<file path="src/core/sar_map.svh">
// register map, field positions, reset values and codes of the frame reader
`ifndef SAR_MAP_SVH
`define SAR_MAP_SVH

`define SAR_CTRL_OFS 8'h00
`define SAR_DIV_OFS 8'h04
`define SAR_INTV_OFS 8'h08
`define SAR_DATA_OFS 8'h0C
`define SAR_STAT_OFS 8'h10

`define SAR_CTRL_EN_BIT 0
`define SAR_CTRL_WLF_LSB 4
`define SAR_CTRL_TRIM_LSB 8
`define SAR_DATA_VALID_BIT 31
`define SAR_STAT_BUSY_BIT 0
`define SAR_STAT_PEND_BIT 1
`define SAR_STAT_OVR_BIT 2
`define SAR_STAT_CNT_LSB 16

`define SAR_WLF_16 4'hF
`define SAR_WLF_14 4'hD
`define SAR_WLF_12 4'hB

`define SAR_EN_RST 1'h0
`define SAR_WLF_RST 4'hF
`define SAR_TRIM_RST 3'h0
`define SAR_DIV_RST 8'h05
`define SAR_INTV_RST 16'h0064
`define SAR_MIN_SLACK 16'h0004

`endif

</file>
<file path="src/core/sar_pkg.sv">
// types shared by the frame reader files
package sar_pkg;

  typedef enum logic [2:0] {
    ST_IDLE,
    ST_SEEK_HI,
    ST_SEEK_LO,
    ST_SEEK_HI2,
    ST_FRAME
  } sar_state_t;

  typedef struct packed {
    logic [2:0] trim;
    logic [3:0] wlf;
    logic en;
  } sar_ctrl_t;

  typedef struct packed {
    logic valid;
    logic [15:0] word;
  } sar_word_t;

endpackage

</file>
<file path="src/core/sar_sync3.sv">
// three-stage synchroniser, output follows once stages two and three agree
`timescale 1ns/1ps
module sar_sync3 (
  input wire logic mclk,
  input wire logic rst_n,
  input wire logic pin_in,
  output logic level_out
);
  import sar_pkg::*;

  logic s1_reg, s2_reg, s3_reg, out_reg;
  logic s1_next, s2_next, s3_next, out_next;

  always_comb begin
    s1_next = pin_in;
    s2_next = s1_reg;
    s3_next = s2_reg;
    out_next = (s2_reg == s3_reg) ? s3_reg : out_reg;
  end

  always_ff @(posedge mclk or negedge rst_n) begin
    if (!rst_n) begin
      s1_reg <= 1'b0;
      s2_reg <= 1'b0;
      s3_reg <= 1'b0;
      out_reg <= 1'b0;
    end else begin
      s1_reg <= s1_next;
      s2_reg <= s2_next;
      s3_reg <= s3_next;
      out_reg <= out_next;
    end
  end

  assign level_out = out_reg;
endmodule

</file>
<file path="src/core/sar_reader.sv">
// host frame reader for a serial successive-approximation converter, AHB-Lite slave
//
// Contract
// - the frame strobe drives the converter chip select and also gates our own capture.
// - the strobe stays low for the whole word, one strobe per converted word.
// - word-length codes 1111, 1101, 1011 give 16, 14 and 12 bits.
// - a frame starts only after the sample-interval timer expires.
// - after a request the frame waits for the serial clock to go high, low, high.
// - the sample interval is a whole number of serial clock periods.
// - serial clock and frame sync are made here for both directions.
// - a 16-bit read of the 10-bit part drops the final two bits.
// - the 8-bit part may be read with a 12-bit word.
// - strobe active low, strobe and clock are outputs, data MSB first.
// - the strobe falling edge is the sampling instant and starts a conversion.
// - frame starts are equally spaced in time; here only while the interval outlasts the frame.
//
// Decided for this implementation: the address map and register access over AHB-Lite.
`timescale 1ns/1ps
`include "sar_map.svh"
module sar_reader (
  input wire logic mclk,
  input wire logic rst_n,
  input wire logic hsel,
  input wire logic [31:0] haddr,
  input wire logic [1:0] htrans,
  input wire logic hwrite,
  input wire logic [2:0] hsize,
  input wire logic [31:0] hwdata,
  input wire logic hready,
  output logic hreadyout,
  output logic hresp,
  output logic [31:0] hrdata,
  output logic serial_clock,
  output logic transmit_frame_strobe_n,
  input wire logic converter_serial_out,
  output sar_pkg::sar_word_t sample_out
);
  import sar_pkg::*;

  // bus-side state
  sar_ctrl_t ctrl_reg, ctrl_next;
  logic [7:0] serial_clock_divider_reg, serial_clock_divider_next;
  logic [15:0] intv_reg, intv_next;
  logic wr_pend_reg, wr_pend_next;
  logic [7:0] wr_addr_reg, wr_addr_next;
  logic [31:0] hrdata_reg, hrdata_next;
  sar_word_t word_reg, word_next;
  logic ovr_reg, ovr_next;
  logic [15:0] frames_reg, frames_next;

  // link-side state
  logic sclk_reg, sclk_next;
  logic [7:0] divcnt_reg, divcnt_next;
  logic [15:0] tmr_reg, tmr_next;
  logic pend_reg, pend_next;
  sar_state_t state_reg, state_next;
  logic [4:0] bitcnt_reg, bitcnt_next;
  logic [15:0] shift_reg, shift_next;
  logic strobe_n_reg, strobe_n_next;

  logic converter_serial_out_s;
  logic acc, rd_acc, rd_data, tick, rise_en, fall_en, expire, take, start, done;
  logic [4:0] len;
  logic [15:0] shift_in;

  sar_sync3 u_sync (
    .mclk(mclk),
    .rst_n(rst_n),
    .pin_in(converter_serial_out),
    .level_out(converter_serial_out_s)
  );

  assign acc = hsel && hready && htrans[1];
  assign rd_acc = acc && !hwrite;
  assign rd_data = rd_acc && (haddr[7:0] == `SAR_DATA_OFS);

  // serial clock enables from the divider
  assign tick = ctrl_reg.en && (divcnt_reg == serial_clock_divider_reg);
  assign rise_en = tick && !sclk_reg;
  assign fall_en = tick && sclk_reg;
  assign len = {1'b0, ctrl_reg.wlf} + 5'h1;
  assign expire = rise_en && (tmr_reg == intv_reg - 16'h1);
  assign take = (state_reg == ST_IDLE) && pend_reg;
  assign start = (state_reg == ST_SEEK_HI2) && rise_en;
  assign shift_in = {shift_reg[14:0], converter_serial_out_s};
  assign done = (state_reg == ST_FRAME) && fall_en && (bitcnt_reg == len - 5'h1);

  always_comb begin
    divcnt_next = divcnt_reg;
    sclk_next = sclk_reg;
    tmr_next = tmr_reg;
    pend_next = pend_reg;
    state_next = state_reg;
    bitcnt_next = bitcnt_reg;
    shift_next = shift_reg;
    strobe_n_next = strobe_n_reg;
    if (!ctrl_reg.en) begin
      // disable raises the strobe, an unfinished frame is abandoned
      divcnt_next = 8'h00;
      sclk_next = 1'b0;
      tmr_next = 16'h0000;
      pend_next = 1'b0;
      state_next = ST_IDLE;
      strobe_n_next = 1'b1;
    end else begin
      divcnt_next = tick ? 8'h00 : divcnt_reg + 8'h01;
      sclk_next = tick ? !sclk_reg : sclk_reg;
      if (rise_en) begin
        tmr_next = expire ? 16'h0000 : tmr_reg + 16'h0001;
      end
      pend_next = expire || (pend_reg && !take);
      unique case (state_reg)
        ST_IDLE: begin
          strobe_n_next = 1'b1;
          if (pend_reg) begin
            state_next = ST_SEEK_HI;
          end
        end
        ST_SEEK_HI: begin
          if (rise_en) begin
            state_next = ST_SEEK_LO;
          end
        end
        ST_SEEK_LO: begin
          if (fall_en) begin
            state_next = ST_SEEK_HI2;
          end
        end
        ST_SEEK_HI2: begin
          if (rise_en) begin
            state_next = ST_FRAME;
            strobe_n_next = 1'b0;
            bitcnt_next = 5'h00;
            shift_next = 16'h0000;
          end
        end
        ST_FRAME: begin
          if (fall_en) begin
            // bit present before each falling edge, first one since strobe fall
            shift_next = shift_in;
            bitcnt_next = bitcnt_reg + 5'h1;
            if (done) begin
              state_next = ST_IDLE;
              strobe_n_next = 1'b1;
            end
          end
        end
      endcase
    end
  end

  always_ff @(posedge mclk or negedge rst_n) begin
    if (!rst_n) begin
      divcnt_reg <= 8'h00;
      sclk_reg <= 1'b0;
      tmr_reg <= 16'h0000;
      pend_reg <= 1'b0;
      state_reg <= ST_IDLE;
      bitcnt_reg <= 5'h00;
      shift_reg <= 16'h0000;
      strobe_n_reg <= 1'b1;
    end else begin
      divcnt_reg <= divcnt_next;
      sclk_reg <= sclk_next;
      tmr_reg <= tmr_next;
      pend_reg <= pend_next;
      state_reg <= state_next;
      bitcnt_reg <= bitcnt_next;
      shift_reg <= shift_next;
      strobe_n_reg <= strobe_n_next;
    end
  end

  always_comb begin
    ctrl_next = ctrl_reg;
    serial_clock_divider_next = serial_clock_divider_reg;
    intv_next = intv_reg;
    wr_pend_next = acc && hwrite;
    wr_addr_next = acc ? haddr[7:0] : wr_addr_reg;
    hrdata_next = hrdata_reg;
    word_next = word_reg;
    ovr_next = ovr_reg;
    frames_next = frames_reg;
    if (wr_pend_reg) begin
      unique case (wr_addr_reg)
        `SAR_CTRL_OFS: begin
          ctrl_next.en = hwdata[`SAR_CTRL_EN_BIT];
          ctrl_next.wlf = hwdata[`SAR_CTRL_WLF_LSB +: 4];
          ctrl_next.trim = hwdata[`SAR_CTRL_TRIM_LSB +: 3];
        end
        `SAR_DIV_OFS: serial_clock_divider_next = hwdata[7:0];
        `SAR_INTV_OFS: intv_next = hwdata[15:0];
        default: ;
      endcase
    end
    if (rd_acc) begin
      unique case (haddr[7:0])
        `SAR_CTRL_OFS: hrdata_next = {21'h0, ctrl_reg.trim, ctrl_reg.wlf, 3'h0, ctrl_reg.en};
        `SAR_DIV_OFS: hrdata_next = {24'h0, serial_clock_divider_reg};
        `SAR_INTV_OFS: hrdata_next = {16'h0, intv_reg};
        `SAR_DATA_OFS: hrdata_next = {word_reg.valid, 15'h0, word_reg.word};
        `SAR_STAT_OFS: hrdata_next = {frames_reg, 13'h0, ovr_reg, pend_reg,
                                      (state_reg == ST_FRAME)};
        default: hrdata_next = 32'h0000_0000;
      endcase
    end
    // reading the word clears valid, a word landing the same cycle wins
    if (rd_data) begin
      word_next.valid = 1'b0;
      ovr_next = 1'b0;
    end
    if (done) begin
      // trailing bits after the converter has let go are dropped
      word_next.word = shift_in >> ctrl_reg.trim;
      word_next.valid = 1'b1;
      ovr_next = ovr_next || (word_reg.valid && !rd_data);
      frames_next = frames_reg + 16'h0001;
    end
  end

  always_ff @(posedge mclk or negedge rst_n) begin
    if (!rst_n) begin
      ctrl_reg <= '{trim: `SAR_TRIM_RST, wlf: `SAR_WLF_RST, en: `SAR_EN_RST};
      serial_clock_divider_reg <= `SAR_DIV_RST;
      intv_reg <= `SAR_INTV_RST;
      wr_pend_reg <= 1'b0;
      wr_addr_reg <= 8'h00;
      hrdata_reg <= 32'h0000_0000;
      word_reg <= '0;
      ovr_reg <= 1'b0;
      frames_reg <= 16'h0000;
    end else begin
      ctrl_reg <= ctrl_next;
      serial_clock_divider_reg <= serial_clock_divider_next;
      intv_reg <= intv_next;
      wr_pend_reg <= wr_pend_next;
      wr_addr_reg <= wr_addr_next;
      hrdata_reg <= hrdata_next;
      word_reg <= word_next;
      ovr_reg <= ovr_next;
      frames_reg <= frames_next;
    end
  end

  assign hreadyout = 1'b1;
  assign hresp = 1'b0;
  assign hrdata = hrdata_reg;
  assign serial_clock = sclk_reg;
  assign transmit_frame_strobe_n = strobe_n_reg;
  assign sample_out = word_reg;

  // gap between frame starts, for checking only
  logic [31:0] gap_reg, gap_next, exp_gap;
  logic clean_reg, clean_next;

  always_comb begin
    gap_next = start ? 32'h0 : gap_reg + 32'h1;
    clean_next = wr_pend_reg ? 1'b0 : (start ? 1'b1 : clean_reg);
    exp_gap = 32'(intv_reg) * (32'(serial_clock_divider_reg) + 32'h1) * 32'h2;
  end

  always_ff @(posedge mclk or negedge rst_n) begin
    if (!rst_n) begin
      gap_reg <= 32'h0;
      clean_reg <= 1'b0;
    end else begin
      gap_reg <= gap_next;
      clean_reg <= clean_next;
    end
  end
endmodule

</file>
<file path="config.mk">
export PLATFORM = sky130hd
export DESIGN_NAME = sar_reader
export DESIGN_NICKNAME = d
export VERILOG_FILES = /design/src/core/sar_pkg.sv /design/src/core/sar_sync3.sv /design/src/core/sar_reader.sv
export VERILOG_INCLUDE_DIRS = /design/src /design/src/core
export SDC_FILE = /design/constraint.sdc
export NUM_CORES = 1
export LEC_CHECK = 0
export ABC_AREA = 0
export CAP_MARGIN = 20
export CELL_PAD_IN_SITES_DETAIL_PLACEMENT = 1
export CELL_PAD_IN_SITES_GLOBAL_PLACEMENT = 1
export CORE_ASPECT_RATIO = 0.8
export CORE_UTILIZATION = 49
export DETAILED_ROUTE_END_ITERATION = 7
export DONT_BUFFER_PORTS = 1
export HOLD_SLACK_MARGIN = 0.12
export MAX_ROUTING_LAYER = met4
export PLACE_DENSITY = 0.77
export REMOVE_ABC_BUFFERS = 1
export SYNTH_ARGS = -nofsm -noshare
export SYNTH_HDL_FRONTEND = slang
export SYNTH_SLANG_ARGS = --single-unit
</file>
<file path="constraint.sdc">
create_clock -name mclk -period 3.4 [get_ports mclk]
set_clock_uncertainty 0.1 [all_clocks]
set_input_delay 0.68 -clock mclk [delete_from_list [all_inputs] [get_ports mclk]]
set_output_delay 0.68 -clock mclk [all_outputs]
set_load 0.05 [all_outputs]
</file>
==> impl_metrics.tcl, run 1 <==
set metrics [dict create \
    drv_cap 0 \
    clkTransAtPathRegs_ns 0.07 \
    num-fill-cells 1788 \
    status "complete, but fails checks" \
    core_area_um2 15900 \
    nets 888 \
    period_share 0.9275 \
    grt_max_degree 162 \
    synthToLayoutAreaGrowth_pct 9.630 \
    violations "negative hold slack" \
    gp_congestion 0.8466 \
    h-tree-depth 4 \
    syn-instance-count 817 \
    final_area_um2 8817 \
    worstSetupPathType "register to register" \
    max-slew-margin-rel 0.3636 \
    grt_pass1_vias 6559 \
    cts_sinks 161 \
    hold_slack_ns -0.1622 \
    clkLatencyLatePin_ns 0.44 \
    antenna_cells_inserted 0 \
    largest_reg_flops 32 \
    irDropWorstVdd_mv 0.3800 \
    setup-tns-final_ns 0 \
    multi_input_area_um2 3759 \
    antenna_left 0 \
    drt_pass1_iterations 5 \
    root_buffer "clkbuf_16" \
    drt_iter0_markers 425 \
    startpoint_type "register" \
    numCtsBuffers 17 \
    ys_seq_area_frac 0.5025 \
    io-pin-count 128 \
    worst_pin_slew_ns 0.9546 \
    cts_tree "yes" \
    grt_antenna_before_repair 0 \
    grt_overflow 0 \
    synth-edff-count 0 \
    io_buffers 0 \
    die_width_um 145.2 \
    dp.cells 1004 \
    drt-total-wl_um 21940 \
    viasPerCell 5.958 \
    hold_violations 151 \
    synth-main-ff-cell "dfrtp_1" \
    stdcell_count 1036 \
    grt_pass1_wl_um 35670 \
    hp-class "input pin to asynchronous set/reset pin" \
    yosys.area.top_type "dfrtp_1" \
    critPathLaunch "intv_reg[0]$_DFFE_PN0P_" \
    post-cts-setup-buffer-count 0 \
    crit_path_max_fanout 13 \
    p_per_area_nw_per_um2 510.4 \
    synth.top_cell.area_share 0.4698 \
    total_power_w 0.004501 \
    cp.required_ns 3.61 \
    vias 6173 \
    rows 41 \
    yosys_warnings 0 \
    rsz0062_at_grt "false" \
    yosys_register_bits 161 \
    rr_startpoint "intv_reg[0]$_DFFE_PN0P_" \
    fmax_ghz 0.3171 \
    drcViolationCount 0 \
    cts-resized-gates 0 \
    synth_cell_type_count 63 \
    async_reset_ff_frac 1.000 \
    drt-wirelength-per-cell_um 21.18 \
    synth_area_um2 8043 \
    initial_core_util 0.5057 \
    clockBufferDepth 2 \
    finalMaxSlewViolations 0 \
    track_usage 0.2843 \
    period_minus_slack_ns 3.154 \
    die_y_um 116.6 \
    avgSynthCellArea_um2 9.844 \
    register_area_um2 4041 \
    leakagePower_nw 3.802 \
    dieArea_um2 16930 \
    drive_gt1_frac 0.1413 \
    place_area_um2 8234 \
    dpl.hpwl_um 15300 \
    critical_path_arrival_ns 3.37 \
    finalSetupViolations 0 \
    critPathCaptureType "register" \
    netlist_top_cells_area "dfrtp_1 (47%), nand2_1 (6.8%), mux2_2 (5.5%), xnor2_1 (5.1%), o21ai_0 (3.7%)" \
]
-- synth_stat cells, drive strengths merged (3+ instances only) --
library cell and number:
nand3b 3, or4 6, nor4b 3, a211oi 4, clkbuf 33, dfstp 10
mux2i 19, nand3 21, nand2 146, a221oi 8, buf 9, nor2 80
nand4 10, nor4 8, nor2b 7, inv 16, a21oi 19, mux4 7
dfrtp 151, or3 4, xor2 21, nor3 16, and3 16, o31ai 8
xnor2 47, o21ai 60, a31oi 7, mux2 39, ha 5
-- placed cells by master, fill, tap and decap left out, types with 3 or more instances in the layout --
cell type / netlist / final
mux4_2: 7 / 7
nor4_1: 7 / 7
a31oi_1: 7 / 7
dfstp_2: 10 / 10
nand3_1: 20 / 20
nor2_1: 79 / 78
ha_1: 5 / 5
a221oi_1: 8 / 8
a21oi_1: 19 / 19
clkbuf_16: 0 / 17
and3_1: 15 / 15
dfrtp_1: 151 / 151
inv_8: 0 / 3
nand2_1: 146 / 146
o31ai_1: 8 / 8
buf_4: 3 / 14
inv_6: 0 / 5
mux2i_1: 19 / 19
nor4b_1: 3 / 3
clkinv_4: 0 / 3
inv_1: 16 / 16
xnor2_1: 47 / 47
nand3b_1: 3 / 3
nor3_1: 15 / 15
or3_1: 4 / 4
a211oi_1: 4 / 4
o21ai_0: 60 / 60
or4_1: 5 / 5
nand4_1: 10 / 10
xor2_1: 21 / 21
mux2_2: 39 / 39
nor2b_1: 7 / 7
-- layout make-up --
| type | instances | area share |
|---|---|---|
| Inverter | 16 | 0.006811 |
| Clock buffer | 18 | 0.04981 |
| Timing Repair Buffer | 14 | 0.01192 |
| Multi-Input combinational cell | 598 | 0.4263 |
| Sequential cell | 161 | 0.4584 |
| Tap cell | 215 | 0.03051 |
| Clock inverter | 14 | 0.01632 |
-- final timing paths --
check	slack [ns]	to	cells past startpoint
min in group mclk	0.17	u_sync.s1_reg$_DFF_PN0_	0
max in group asynchronous	3.04	serial_clock_divider_reg[2]$_DFFE_PN1P_	0
min reg2reg	0.25	u_sync.s2_reg$_DFF_PN0_	0
max reg2reg	0.25	tmr_reg[5]$_DFFE_PN0P_	9
min	-0.16	u_sync.level_out$_DFFE_PN0N_	0
max	0.25	tmr_reg[5]$_DFFE_PN0P_	9
-- metrics by stage --
step | worst slack (ns) | utilization
2_1_floorplan | 0.3163 | -
4_1_cts | 0.2690 | 0.5544
6_report | 0.2463 | 0.5544
3_5_place_dp | 0.3807 | 0.5178
5_1_grt | 0.05957 | 0.5544
3_3_place_gp | 0.4486 | 0.5178
-- critical path, stage by stage, from the launching register on --
cell and delay, ns:
dfrtp_1 0.47, inv_1 0.09, ha_1 0.32, nor2b_1 0.25, nor4_1 0.36, a31oi_1 0.07, or4_1 0.44, a2111oi_2 0.41
a31o_2 0.42, nor2_1 0.09
-- report_power, final --
group          leakage (nW)  internal (W)  switching [W]
Combinational          1.40      0.000174       0.000180
Sequential             2.11       0.00202       0.000195
Clock                 0.292       0.00105       0.000880
Total                  3.80       0.00325        0.00125
-- kinds of logic after synthesis --
| logic type | after synthesis | synth area share |
|---|---|---|
| adder cells (fa/ha/maj) | 6 | 0.009023 |
| AND/OR/NAND/NOR | 330 | 0.1868 |
| XOR/XNOR | 68 | 0.07405 |
| buffers and inverters | 58 | 0.03142 |
| other | 2 | 0.0009338 |
| flip-flops | 161 | 0.5025 |
| multiplexers | 65 | 0.09785 |
| AO/OA/AOI/OAI | 127 | 0.09739 |
-- metal layers --
layer / global-route usage / up-vias / share of wire
met5: - / - / 0
met4: 0.09053 / 0 / 0.014
met3: 0.06406 / 25 / 0.047
met2: 0.4699 / 128 / 0.49
met1: 0.3507 / 3202 / 0.45
li1: - / 2818 / -
(Power assumes the default switching activity.)
==> inputs of run 2 (changes only) <==
==> constraint.sdc (replaced) <==
create_clock -name mclk -period 3.6 [get_ports mclk]
set_clock_uncertainty 0.1 [all_clocks]
set_input_delay 0.72 -clock mclk [delete_from_list [all_inputs] [get_ports mclk]]
set_output_delay 0.72 -clock mclk [all_outputs]
set_load 0.05 [all_outputs]
==> run 2 against run 1 <==
  * The flow still finishes with violations (negative hold slack)
  * Sequential share of layout area up 0.11 points
  * Combinational power shrank 5%
  * First-iteration DRC count shrank 7.8%
  * Total power decreased by 6.7%
  * Final cell count about the same
  * Final area is 0.24% lower
==> impl_metrics.tcl, run 2 (same netlist as run 1, synthesis figures left out) <==
set metrics [dict create \
    dpl.hpwl_um 15130 \
    p_per_area_nw_per_um2 477.4 \
    hp-class "input pin to asynchronous set/reset pin" \
    grt_util_met2 0.4490 \
    final_area_um2 8796 \
    initial_core_util 0.5057 \
    largest_reg_flops 32 \
    drt-wirelength-per-cell_um 20.94 \
    worst_pin_slew_ns 0.9399 \
    finalSetupViolations 0 \
    crit_chain "inv_1 -> ha_1 -> nor2b_1 -> nor4_1 -> a31oi_1 -> or4_1 -> a2111oi_2 -> a31o_2 -> nor2_1" \
    critPathLaunch "intv_reg[0]$_DFFE_PN0P_" \
    stdcell_count 1035 \
    drive_gt1_frac 0.1390 \
    grt_overflow 0 \
    cp.depth 9 \
    cp.required_ns 3.81 \
    path_buf_inv 1 \
    worstSetupPathType "register to register" \
    grt_max_degree 162 \
    track_usage 0.2801 \
    num-fill-cells 1752 \
    cts-resized-gates 0 \
    dp.cells 1003 \
    cts_sinks 161 \
    final_common_cell "dfrtp_1" \
    hold_slack_ns -0.1246 \
    crit_path_max_fanout 13 \
    grt_antenna_before_repair 0 \
    drt_iter0_markers 392 \
    slowest_stage "dfrtp_1" \
    r2r_cells 9 \
    root_buffer "clkbuf_16" \
    critPathCaptureType "register" \
    period_share 0.8953 \
    leakagePower_nw 3.778 \
    utilization 0.5531 \
    dieArea_um2 16930 \
    rsz0062_at_grt "false" \
    max-slew-margin-rel 0.3734 \
    die_width_um 145.2 \
    cts_tree "yes" \
    place_area_um2 8227 \
    irDropWorstVdd_mv 0.3541 \
    use_met1 0.3554 \
    io_buffers 0 \
    grt_pass1_vias 6281 \
    drv_cap 0 \
    h-tree-depth 4 \
    core_area_um2 15900 \
    clkTransAtPathRegs_ns 0.07 \
    antenna_cells_inserted 0 \
    gp_congestion 0.8647 \
    setup-tns-final_ns 0 \
    busiest_layer "met2" \
    mostFrequentLayoutCells "dfrtp_1 (151), nand2_1 (146), nor2_1 (78)" \
    vias 6017 \
    endpoint "tmr_reg[9]$_DFFE_PN0P_" \
    drt-total-wl_um 21680 \
    cp_top_family "simple AND/OR/NAND/NOR gates" \
    clockBufferDepth 2 \
    numCtsBuffers 17 \
    grt_pass1_wl_um 35070 \
    post-cts-setup-buffer-count 0 \
    nets 887 \
    cpPeakStageDelay_ns 0.49 \
    period_minus_slack_ns 3.223 \
    met3_usage 0.06055 \
    io-pin-count 128 \
    rows 41 \
    synthToLayoutAreaGrowth_pct 9.365 \
    regToRegEndpoint "tmr_reg[9]$_DFFE_PN0P_" \
    status "complete, but fails checks" \
    rrSetupSlack_ns 0.38 \
    rr_startpoint "intv_reg[0]$_DFFE_PN0P_" \
    finalMaxSlewViolations 0 \
    fmax_ghz 0.3103 \
    die_y_um 116.6 \
    hold_violations 151 \
    clkLatencyLatePin_ns 0.44 \
    antenna_left 0 \
    drt_pass1_iterations 4 \
    critical_path_arrival_ns 3.43 \
    drcViolationCount 0 \
    startpoint_type "register" \
    viasPerCell 5.814 \
    violations "negative hold slack" \
]
run 2: cell types whose count changed in the layout (fill, tap and decap cells not counted):
| cell | before | now |
|---|---|---|
| clkbuf_1 | 0 | 1 |
| clkinv_4 | 3 | 2 |
| inv_8 | 3 | 1 |
| inv_6 | 5 | 4 |
| clkinvlp_4 | 0 | 3 |
| buf_4 | 14 | 13 |
run 2: layer usage:
metal,vias to the layer above,part of all wire
met4,0,0.017
li1,2807,-
met2,116,0.48
met3,33,0.047
met5,-,0
met1,3061,0.46
run 2: how the worst min path moves through the flow:
stage,cells after the start,slack [ns],endpoint
floorplan,0,0.23,u_sync.s2_reg$_DFF_PN0_
global placement,0,0.23,u_sync.s2_reg$_DFF_PN0_
detailed placement,0,0.24,u_sync.s2_reg$_DFF_PN0_
CTS,0,-0.13,u_sync.level_out$_DFFE_PN0N_
global route,0,-0.14,shift_reg[8]$_DFFE_PN0P_
finish,0,-0.12,shift_reg[3]$_DFFE_PN0P_
run 2: layout make-up:
cell class	instances	area, um2	area share
multi-input cells	598	3759	0.4273
flip-flops and latches	161	4041	0.4595
clock buffers	19	442.9	0.05036
well taps	215	269.0	0.03058
clock inverters	13	126.4	0.01437
repair buffers	13	97.59	0.01110
inverters	16	60.06	0.006828
run 2: through the flow:
stage,worst slack [ns],power (W)
floorplan,0.5163,0.002343
global route,0.2409,0.004350
detailed placement,0.4888,0.002457
global placement,0.6392,0.002428
finish,0.3768,0.004199
CTS,0.4396,0.004234
run 2: power breakdown:
group	total, W	internal [W]	leakage [nW]	switching [W]
Clock	0.00177	0.000982	0.273	0.000791
Combinational	0.000337	0.000164	1.39	0.000173
Sequential	0.00209	0.00191	2.11	0.000183
Total	0.00420	0.00305	3.78	0.00115
==> inputs of run 3 (changes only) <==
--- a/config.mk
+++ b/config.mk
@@ -11,12 +11,12 @@
 export CELL_PAD_IN_SITES_DETAIL_PLACEMENT = 1
 export CELL_PAD_IN_SITES_GLOBAL_PLACEMENT = 1
 export CORE_ASPECT_RATIO = 0.8
-export CORE_UTILIZATION = 49
+export CORE_UTILIZATION = 40
 export DETAILED_ROUTE_END_ITERATION = 7
 export DONT_BUFFER_PORTS = 1
 export HOLD_SLACK_MARGIN = 0.12
 export MAX_ROUTING_LAYER = met4
-export PLACE_DENSITY = 0.77
+export PLACE_DENSITY = 0.65
 export REMOVE_ABC_BUFFERS = 1
 export SYNTH_ARGS = -nofsm -noshare
 export SYNTH_HDL_FRONTEND = slang
==> run 3 against run 2 <==
  * The flow still finishes with violations (negative hold slack)
  * Clock power about the same
  * Flip-flop and latch count unchanged
  * Core utilization decreased by 9.5 points
  * Fmax increased by 3.4%
  * Count of clock-buffer cells in the layout decreased by 2
==> impl_metrics.tcl, run 3 (same netlist as run 1, synthesis figures left out) <==
set metrics [dict create \
    status "complete, but fails checks" \
    violations "negative hold slack" \
    clkTransAtPathRegs_ns 0.07 \
    critPathCaptureType "register" \
    drv_cap 0 \
    drt_pass1_iterations 5 \
    p_per_area_nw_per_um2 473.0 \
    die_width_um 160.5 \
    combPwrFrac 0.081 \
    irDropWorstVdd_mv 0.2222 \
    cp.required_ns 3.80 \
    hold_violations 151 \
    num-fill-cells 2157 \
    drt-wirelength-per-cell_um 20.24 \
    hold_slack_ns -0.1160 \
    pwr-share-seq 0.500 \
    post-cts-setup-buffer-count 0 \
    drt-total-wl_um 21840 \
    gp_congestion 0.8648 \
    antenna_left 0 \
    period_share 0.8657 \
    die_y_um 128.8 \
    core_area_um2 19310 \
    io-pin-count 128 \
    rrSetupSlack_ns 0.48 \
    grt_pass1_vias 6387 \
    drcViolationCount 0 \
    track_usage 0.2324 \
    antenna_cells_inserted 0 \
    utilization 0.4581 \
    hp-class "input pin to asynchronous set/reset pin" \
    grt_util_met2 0.3738 \
    netSwitchingFraction 0.2755 \
    drt_iter0_markers 369 \
    leakagePower_nw 3.783 \
    rows 45 \
    clockBufferDepth 2 \
    rsz0062_at_grt "false" \
    dpl.hpwl_um 15640 \
    final_common_cell "dfrtp_1" \
    fmax_ghz 0.3209 \
    largest_reg_flops 32 \
    drive_gt1_frac 0.1413 \
    io_buffers 0 \
    clkLatencyLatePin_ns 0.43 \
    synthToLayoutAreaGrowth_pct 9.987 \
    critical_path_arrival_ns 3.32 \
    viasPerCell 5.594 \
    power.clock.fraction 0.419 \
    finalMaxSlewViolations 0 \
    grt_max_degree 162 \
    worst_pin_slew_ns 0.9289 \
    met3_usage 0.04803 \
    finalSetupViolations 0 \
    setup-tns-final_ns 0 \
    mostFrequentLayoutCells "dfrtp_1 (151), nand2_1 (146), nor2_1 (78)" \
    max-slew-margin-rel 0.3807 \
    nets 888 \
    numCtsBuffers 17 \
    busiest_layer "met2" \
    grt_overflow 0 \
    dieArea_um2 20680 \
    cts_sinks 161 \
    initial_core_util 0.4165 \
    p_int_w 0.003031 \
    vias 6036 \
    root_buffer "clkbuf_16" \
    period_minus_slack_ns 3.116 \
    h-tree-depth 4 \
    crit_path_max_fanout 13 \
    use_met1 0.3005 \
    worstSetupPathType "register to register" \
    startpoint_type "register" \
    switching_power_w 0.001153 \
    grt_antenna_before_repair 0 \
    grt_pass1_wl_um 35890 \
    cts_tree "yes" \
]
## run 3: cell types whose count changed in the layout (fill, tap and decap cells not counted)
cell,previous run,this run
clkbuf_1,1,0
inv_6,4,5
clkinv_4,2,0
clkinv_2,2,5
clkbuf_8,1,0
buf_4,13,14
## run 3: power by group through the flow
stage / combinational [W] / clock, W / sequential [W]
6_report: 0.000340 / 0.00175 / 0.00209
5_1_grt: 0.000378 / 0.00185 / 0.00211
4_1_cts: 0.000343 / 0.00179 / 0.00209
3_5_place_dp: 0.000341 / 0 / 0.00212
3_3_place_gp: 0.000321 / 0 / 0.00212
2_1_floorplan: 0.000255 / 0 / 0.00209
## run 3: area by class of cell
type                       count  area (um2)  share of cell area
clock buffer                  17       425.4             0.04809
clock inverter                15       132.6             0.01499
inverter                      16       60.06            0.006789
multi-input combinational    598        3759              0.4249
sequential                   161        4041              0.4569
tap                          258       322.8             0.03649
timing repair buffer          14       105.1             0.01188
## run 3: per-layer routing
metal	vias up	share of wire
li1	2808	-
met1	3107	0.46
met2	98	0.48
met3	23	0.045
met4	0	0.012
met5	-	0
## run 3: path summary, 6_finish.rpt
| check | startpoint | cells after the start | to |
|---|---|---|---|
| min | rst_n | 0 | hrdata[4]$_DFFE_PN0P_ |
| min reg2reg | u_sync.s1_reg$_DFF_PN0_ | 0 | u_sync.s2_reg$_DFF_PN0_ |
| min in group mclk | converter_serial_out | 0 | u_sync.s1_reg$_DFF_PN0_ |
| max | intv_reg[0]$_DFFE_PN0P_ | 9 | tmr_reg[2]$_DFFE_PN0P_ |
| max in group asynchronous | rst_n | 0 | shift_reg[7]$_DFFE_PN0P_ |
| max reg2reg | intv_reg[0]$_DFFE_PN0P_ | 9 | tmr_reg[2]$_DFFE_PN0P_ |
## run 3: worst max-delay path, stage by stage (launching register included)
cell	delay [ns]
dfrtp_1	0.48
inv_1	0.10
ha_1	0.29
nor2b_1	0.22
nor4_1	0.31
a31oi_1	0.06
or4_1	0.47
a2111oi_2	0.42
a31o_2	0.43
nor2_1	0.10
## run 3: repair_timing
action | 4_1_cts | 5_1_grt
resized for setup | 0 | 0
endpoints found under the setup margin | 0 | 0
hold endpoints to repair | 161 | 161
## run 3: through the flow
stage	std cells	instance area, um2	setup WS, ns	hold slack, ns	power [W]
after global placement	1047	8288	0.6277	0.2387	0.002437
after CTS	1079	8846	0.5115	-0.1246	0.004224
after detailed placement	1047	8288	0.5467	0.2418	0.002463
after floorplan	775	7850	0.5163	0.2312	0.002343
after global routing	1079	8846	0.3462	-0.1346	0.004337
final	1079	8846	0.4835	-0.1160	0.004184
